### config.mk
export PLATFORM = sky130hd
export DESIGN_NAME = quad_conv_host
export DESIGN_NICKNAME = d
export VERILOG_FILES = /design/src/logic/quad_conv_pkg.sv /design/src/logic/strobe_if.sv /design/src/logic/strobe_timer.sv /design/src/logic/quad_conv_host.sv
export SDC_FILE = /design/constraint.sdc
export NUM_CORES = 1
export LEC_CHECK = 0
export BUFFER_PORTS_ARGS = -buffer_cell sky130_fd_sc_hd__buf_2
export CORE_ASPECT_RATIO = 0.9
export CORE_MARGIN = 5
export CORE_UTILIZATION = 39
export CTS_BUF_LIST = sky130_fd_sc_hd__clkbuf_2
export DETAILED_ROUTE_END_ITERATION = 7
export SYNTH_ARGS = -nofsm -noshare
export SYNTH_HDL_FRONTEND = slang
export SYNTH_SLANG_ARGS = --single-unit
### constraint.sdc
create_clock -name CORE_CLK_I -period 4.4 [get_ports CORE_CLK_I]
set_input_delay 0.88 -clock CORE_CLK_I [delete_from_list [all_inputs] [get_ports CORE_CLK_I]]
set_output_delay 0.88 -clock CORE_CLK_I [all_outputs]
set_load 0.01 [all_outputs]
### src/logic/quad_conv_pkg.sv
// constants and types for the quad converter host controller
// assumes a 100 MHz core clock driving the converter's parallel pins
package quad_conv_pkg;
  localparam int          CHANNELS      = 4;
  localparam int          DATA_W        = 12;
  localparam int          CLK_PERIOD_NS = 10;
  // setup of data/select before strobe, strobe width, hold after strobe
  localparam int          SETUP_NS      = 20;
  localparam int          STROBE_NS     = 50;
  localparam int          HOLD_NS       = 10;
  localparam int          SETUP_CYC     =
    (SETUP_NS + CLK_PERIOD_NS - 1) / CLK_PERIOD_NS;
  localparam int          STROBE_CYC    =
    (STROBE_NS + CLK_PERIOD_NS - 1) / CLK_PERIOD_NS;
  localparam int          HOLD_CYC      =
    (HOLD_NS + CLK_PERIOD_NS - 1) / CLK_PERIOD_NS;
  localparam int          CNT_W         = 4;
  localparam logic [11:0] MIDSCALE_CODE = 12'h800;
  localparam logic [11:0] MSB_FLIP      = 12'h800;
  localparam logic [3:0]  ALL_LOADED    = 4'hF;
  localparam logic [3:0]  NONE_LOADED   = 4'h0;

  typedef logic [DATA_W-1:0]   word_t;
  typedef logic [CHANNELS-1:0] chan_mask_t;
  typedef enum logic [1:0] {OP_NONE, OP_WRITE, OP_LOAD} op_t;
endpackage : quad_conv_pkg

### src/logic/strobe_if.sv
// carries one strobe request from the sequencer to the pin timer
// assumes both ends share the core clock
`timescale 1ns/1ps
interface strobe_if;
  import quad_conv_pkg::*;
  logic start;
  op_t  op;
  logic busy;
  logic done;
  modport seq   (output start, output op, input busy, input done);
  modport timer (input start, input op, output busy, output done);
endinterface : strobe_if

### src/logic/strobe_timer.sv
// counts setup, strobe-low and hold phases for one pin access
// assumes start is only raised while busy is low
`timescale 1ns/1ps
module strobe_timer
  import quad_conv_pkg::*;
(
  input  wire logic CORE_CLK_I,
  input  wire logic SYS_RST_I,
  strobe_if.timer   sif,
  output      logic strobe_low_o
);
  typedef enum {T_IDLE, T_SETUP, T_STROBE, T_HOLD} tstate_t;
  tstate_t          state_reg;
  logic [CNT_W-1:0] cnt_reg;

  function automatic logic [CNT_W-1:0] cyc(input int n);
    cyc = CNT_W'(n - 1);
  endfunction : cyc

  always_ff @(posedge CORE_CLK_I) begin
    if (SYS_RST_I) begin
      state_reg    <= T_IDLE;
      cnt_reg      <= '0;
      strobe_low_o <= 1'b0;
      sif.done     <= 1'b0;
    end else begin
      sif.done <= 1'b0;
      case (state_reg)
        T_IDLE: begin
          if (sif.start && sif.op != OP_NONE) begin
            state_reg <= T_SETUP;
            cnt_reg   <= cyc(SETUP_CYC);
          end
        end
        T_SETUP: begin
          if (cnt_reg == '0) begin
            state_reg    <= T_STROBE;
            cnt_reg      <= cyc(STROBE_CYC);
            strobe_low_o <= 1'b1;
          end else begin
            cnt_reg <= cnt_reg - 1'b1;
          end
        end
        T_STROBE: begin
          if (cnt_reg == '0) begin
            // releasing the strobe is the closing edge of the latches
            state_reg    <= T_HOLD;
            cnt_reg      <= cyc(HOLD_CYC);
            strobe_low_o <= 1'b0;
          end else begin
            cnt_reg <= cnt_reg - 1'b1;
          end
        end
        T_HOLD: begin
          if (cnt_reg == '0) begin
            state_reg <= T_IDLE;
            sif.done  <= 1'b1;
          end else begin
            cnt_reg <= cnt_reg - 1'b1;
          end
        end
        default: state_reg <= T_IDLE;
      endcase
    end
  end

  assign sif.busy = (state_reg != T_IDLE);
endmodule : strobe_timer

### src/logic/quad_conv_host.sv
// host controller for a double-buffered quad 12-bit converter
// assumes the converter pins are wired straight to the outputs below
// Functional notes
// - after reset rewrite all inputs before load
// - two's complement needs msb inverted
// - one select low plus write strobe
// - load with write updates all outputs
// - write strobe is the timing edge
// - write strobe low needed except reset
`timescale 1ns/1ps
module quad_conv_host
  import quad_conv_pkg::*;
(
  input  wire logic                     CORE_CLK_I,
  input  wire logic                     SYS_RST_I,
  input  wire logic                     WR_REQ_I,
  input  wire logic [1:0]               WR_CHAN_I,
  input  wire quad_conv_pkg::word_t     WR_DATA_I,
  input  wire logic                     TWOS_COMP_I,
  input  wire logic                     LOAD_REQ_I,
  input  wire logic                     CLR_REQ_I,
  output      logic                     BUSY_O,
  output      logic                     DONE_O,
  output      logic                     LOAD_REFUSED_O,
  output      quad_conv_pkg::chan_mask_t LOADED_O,
  output      quad_conv_pkg::word_t     DATA_O,
  output      quad_conv_pkg::chan_mask_t CHANNEL_SELECT_N_O,
  output      logic                     WRITE_STROBE_N_O,
  output      logic                     LOAD_ALL_OUTPUTS_N_O,
  output      logic                     CONV_RESET_O
);
  import quad_conv_pkg::*;

  typedef enum {S_IDLE, S_RUN, S_CLEAR} state_t;

  strobe_if sif();
  state_t     state_reg;
  op_t        op_reg;
  logic       start_reg;
  logic       strobe_low;
  chan_mask_t loaded_reg;
  chan_mask_t sel_reg;
  logic       load_all_outputs_n_reg;

  function automatic chan_mask_t onehot(input logic [1:0] ch);
    onehot = chan_mask_t'(4'h1 << ch);
  endfunction : onehot

  function automatic word_t to_offset(input word_t w, input logic tc);
    to_offset = tc ? (w ^ MSB_FLIP) : w;
  endfunction : to_offset

  strobe_timer u_timer (
    .CORE_CLK_I   (CORE_CLK_I),
    .SYS_RST_I    (SYS_RST_I),
    .sif          (sif.timer),
    .strobe_low_o (strobe_low)
  );

  assign sif.start = start_reg;
  assign sif.op    = op_reg;

  // sequencer: one pin access at a time
  always_ff @(posedge CORE_CLK_I) begin
    if (SYS_RST_I) begin
      state_reg      <= S_IDLE;
      op_reg         <= OP_NONE;
      start_reg      <= 1'b0;
      DONE_O         <= 1'b0;
      LOAD_REFUSED_O <= 1'b0;
      BUSY_O         <= 1'b0;
    end else begin
      start_reg      <= 1'b0;
      DONE_O         <= 1'b0;
      LOAD_REFUSED_O <= 1'b0;
      case (state_reg)
        S_IDLE: begin
          if (CLR_REQ_I) begin
            state_reg <= S_CLEAR;
            BUSY_O    <= 1'b1;
          end else if (WR_REQ_I) begin
            op_reg    <= OP_WRITE;
            start_reg <= 1'b1;
            state_reg <= S_RUN;
            BUSY_O    <= 1'b1;
          end else if (LOAD_REQ_I) begin
            if (loaded_reg == ALL_LOADED) begin
              op_reg    <= OP_LOAD;
              start_reg <= 1'b1;
              state_reg <= S_RUN;
              BUSY_O    <= 1'b1;
            end else begin
              LOAD_REFUSED_O <= 1'b1;
            end
          end
        end
        S_RUN: begin
          if (sif.done) begin
            state_reg <= S_IDLE;
            BUSY_O    <= 1'b0;
            DONE_O    <= 1'b1;
          end
        end
        S_CLEAR: begin
          // reset pulse lasts one cycle, no strobe needed
          state_reg <= S_IDLE;
          BUSY_O    <= 1'b0;
          DONE_O    <= 1'b1;
        end
        default: state_reg <= S_IDLE;
      endcase
    end
  end

  // data bus and select held stable across setup, strobe and hold
  always_ff @(posedge CORE_CLK_I) begin
    if (SYS_RST_I) begin
      DATA_O   <= MIDSCALE_CODE;
      sel_reg  <= '0;
      load_all_outputs_n_reg <= 1'b0;
    end else if (state_reg == S_IDLE && !CLR_REQ_I && WR_REQ_I) begin
      DATA_O   <= to_offset(WR_DATA_I, TWOS_COMP_I);
      sel_reg  <= onehot(WR_CHAN_I);
      load_all_outputs_n_reg <= 1'b0;
    end else if (state_reg == S_IDLE && !CLR_REQ_I && LOAD_REQ_I
                 && loaded_reg == ALL_LOADED) begin
      sel_reg  <= '0;
      load_all_outputs_n_reg <= 1'b1;
    end else if (state_reg == S_IDLE) begin
      sel_reg  <= '0;
      load_all_outputs_n_reg <= 1'b0;
    end
  end

  // pins: only the write strobe is timed, select and load frame it
  always_ff @(posedge CORE_CLK_I) begin
    if (SYS_RST_I) begin
      CHANNEL_SELECT_N_O   <= '1;
      WRITE_STROBE_N_O     <= 1'b1;
      LOAD_ALL_OUTPUTS_N_O <= 1'b1;
    end else begin
      CHANNEL_SELECT_N_O   <= ~sel_reg;
      WRITE_STROBE_N_O     <= ~strobe_low;
      LOAD_ALL_OUTPUTS_N_O <= ~load_all_outputs_n_reg;
    end
  end

  // converter reset drives the output latches to midscale without strobes
  always_ff @(posedge CORE_CLK_I) begin
    if (SYS_RST_I) begin
      CONV_RESET_O <= 1'b1;
    end else begin
      CONV_RESET_O <= (state_reg == S_CLEAR);
    end
  end

  // track which input latches hold fresh data since the last clear
  always_ff @(posedge CORE_CLK_I) begin
    if (SYS_RST_I) begin
      loaded_reg <= NONE_LOADED;
    end else if (state_reg == S_CLEAR) begin
      loaded_reg <= NONE_LOADED;
    end else if (sif.done && op_reg == OP_WRITE) begin
      loaded_reg <= loaded_reg | sel_reg;
    end
  end

  always_ff @(posedge CORE_CLK_I) begin
    if (SYS_RST_I) begin
      LOADED_O <= NONE_LOADED;
    end else begin
      LOADED_O <= loaded_reg;
    end
  end
endmodule : quad_conv_host

==> flow_metrics.tcl <==
set metrics [dict create \
    crit_arrival_ns 2.41 \
    synth_seq_cells 48 \
    synthesis.area_um2 1934 \
    seq_area_frac_synth_pct 49.68 \
    hold_class "flip-flop to flip-flop" \
    die_h_um 76.81 \
    cts_tree "built" \
    diodes 0 \
    syn2layout_area_growth_pct 17.85 \
    crit_start "state_reg[1]" \
    io_buffer_count 45 \
    synthTopCellsByCount "48 x dfxtp_1, 35 x nand2_1, 29 x a21oi_1, 11 x ha_1, 11 x nor2_1" \
    synth_ff_type "dfxtp_1" \
    grt_pass1_wl_mm 6.568 \
    yosys_warnings 0 \
    timing.final.ws_setup_ns 2.352 \
    cp_num_cells 6 \
    slowest_delay_ns 0.61 \
    run_status "finished, final reports clean" \
    skew_ns 0.004303 \
    start_util_pct 40.01 \
    leakage_nw 0.9549 \
    layout-drive-gt1-share_pct 22.75 \
    critical_path_class "flip-flop to flip-flop" \
    overflow 0 \
    path_delay_family "simple AND/OR/NAND/NOR gates" \
    antenna_found_initial 0 \
    power_frac_seq_pct 51.3 \
    min_period_ns 2.048 \
    p_comb_share_pct 18.2 \
    dpl.cell_count 313 \
    grt_start_max_net_pins 36 \
    final_core_util_pct 47.15 \
    fin_cells 320 \
    cts.htree.levels 2 \
    coreArea_um2 4835 \
    regMostFlops "DATA_O" \
    wl_per_cell_um 12.24 \
    clk_latency_ns 0.41 \
    cts_root_buffer "clkbuf_2" \
    timing.reg2reg.setup_slack_ns 2.35 \
    r2r_start "state_reg[1]" \
    synthDistinctLibCells 41 \
    timing.final.crit_share_pct 46.55 \
    drcViolationCount 0 \
    grt_use_total_pct 12.31 \
    critical_path.endpoint_type "flip-flop" \
    io_pins 46 \
    die_w_um 84.24 \
    viasPerCell 4.803 \
    synth_largest_area_cell "dfxtp_1" \
    worst_ir_drop_vdd_v 0.0001713 \
    slowest_stage "or4b_1" \
    drv_slew 0 \
    p_sw_mw 0.2520 \
    numCtsBuffers 5 \
    vias 1537 \
    cap_viol_max_count 0 \
    power.density_nw_per_um2 410.2 \
    grt_pass1_vias 1484 \
    postCtsSetupRepairBufs 0 \
    synth_area_leaders "dfxtp_1 50%, a21oi_1 7.5%, ha_1 7.1%" \
    rows 24 \
    worst-path-buf-inv 1 \
    endpoint "sel_reg[1]" \
    clk_pin_slew_ns 0.22 \
    tightest_slew_ns 0.6349 \
    fmax_mhz 488.2 \
    cts_buffer_depth 2 \
    largest_reg_flops 12 \
    dr.pass1.iters 4 \
    synth_edf_count 0 \
    dp_worst_setup_slack_ns 1.974 \
    dp_hpwl_mm 2.772 \
    drt_iter0_markers 112 \
    postSynth.asyncResetShare_pct 0 \
    rsz0062_at_grt "no" \
    ff2ff_path_depth 6 \
    p_sw_share_pct 26.95 \
    clock_power_share_pct 30.5 \
    crit_chain "inv_1, ha_1, and2b_2, nand2_1, or4b_1, a21oi_1" \
    crit_fanout 17 \
    dieArea_um2 6470 \
    wl_mm 3.918 \
    clock_sinks 48 \
    finalSetupTns_ns 0 \
    synth_top_area_share_pct 49.68 \
    cts_resized 0 \
    startpoint_type "flip-flop" \
    synthCells 213 \
    avgSynthCellArea_um2 9.081 \
    nets 286 \
    place_congestion 0.7760 \
    power.internal_mw 0.6831 \
    critPathRequiredTime_ns 4.76 \
    finalSetupViolations 0 \
    finalHoldViolations 0 \
    slew_headroom_pct 57.67 \
    drtAntennaViolNets 0 \
    syn_nets 244 \
    cts_hold_buf 0 \
    synth.most_common_cell "dfxtp_1" \
    worst_r2r_endpoint "sel_reg[1]" \
]
layer usage:
metal / vias up / GRT usage, % / share of wire, %
li1: 813 / - / -
met1: 679 / 16.50 / 51
met2: 40 / 18.38 / 42
met3: 5 / 3.859 / 6.2
met4: 0 / 4.823 / 1.1
met5: - / 0 / 0
worst min path at each step:
stage,from,end,slack (ns),cells after the start
global placement,load_all_outputs_n_reg,LOAD_ALL_OUTPUTS_N_O,0.37,1
global route,u_timer.strobe_low_o,WRITE_STROBE_N_O,0.45,1
finish,u_timer.strobe_low_o,WRITE_STROBE_N_O,0.42,1
detailed placement,load_all_outputs_n_reg,LOAD_ALL_OUTPUTS_N_O,0.37,1
CTS,load_all_outputs_n_reg,LOAD_ALL_OUTPUTS_N_O,0.42,1
floorplan,u_timer.strobe_low_o,WRITE_STROBE_N_O,0.35,1
metrics by stage:
stage	hold WS (ns)	cell area [um2]	power (mW)
after CTS	0.4230	2280	0.9451
final	0.4198	2280	0.9351
after global placement	0.3723	2195	0.6569
after floorplan	0.3545	1934	0.6117
after detailed placement	0.3697	2195	0.6586
after global routing	0.4478	2280	0.9837
power groups by stage:
stage / registers [mW] / logic [mW] / clock network [mW]
CTS: 0.480 / 0.171 / 0.294
detailed placement: 0.488 / 0.170 / 0
global route: 0.484 / 0.195 / 0.305
floorplan: 0.490 / 0.122 / 0
global placement: 0.488 / 0.169 / 0
finish: 0.480 / 0.171 / 0.285
kinds of logic (layout without fill, tap and decap cells):
| kind of cell | count (synthesis) | in the layout | synth area share [%] |
|---|---|---|---|
| multiplexers | 3 | 3 | 1.617 |
| AND/OR/NAND/NOR | 84 | 84 | 22.12 |
| XOR/XNOR | 1 | 1 | 0.4529 |
| AO/OA/AOI/OAI | 47 | 47 | 14.88 |
| flip-flops | 48 | 48 | 49.68 |
| buffers and inverters | 19 | 61 | 4.139 |
| adder cells (fa/ha/maj) | 11 | 11 | 7.115 |
cell usage in the layout, fill, tap and decap left out, drive strengths merged, types with 4 or more instances in the layout:
cell / n
nand3: 4
nor2: 11
inv: 9
buf: 45
clkbuf: 5
nand2: 35
ha: 11
o21ai: 5
a21oi: 29
nor2b: 5
dfxtp: 48
nor3: 6
worst reg2reg max path: cells and delay by family, from the launching register on:
kind / cells / cell delay, ns
AOI/OAI and AO/OA: 1 / 0.15
buffers and inverters: 1 / 0.11
and+or+nand+nor: 3 / 1.15
DFF: 1 / 0.39
adders and majority gates: 1 / 0.20
cell type report:
class,count,area [um2]
tap,65,81.33
timing repair buffer,45,225.2
clock buffer,5,25.02
sequential,48,960.9
clock inverter,2,60.06
inverter,9,33.78
fill,490,2555
multi-input combinational,146,893.4
Note: power is estimated with default switching activity, not from simulation.
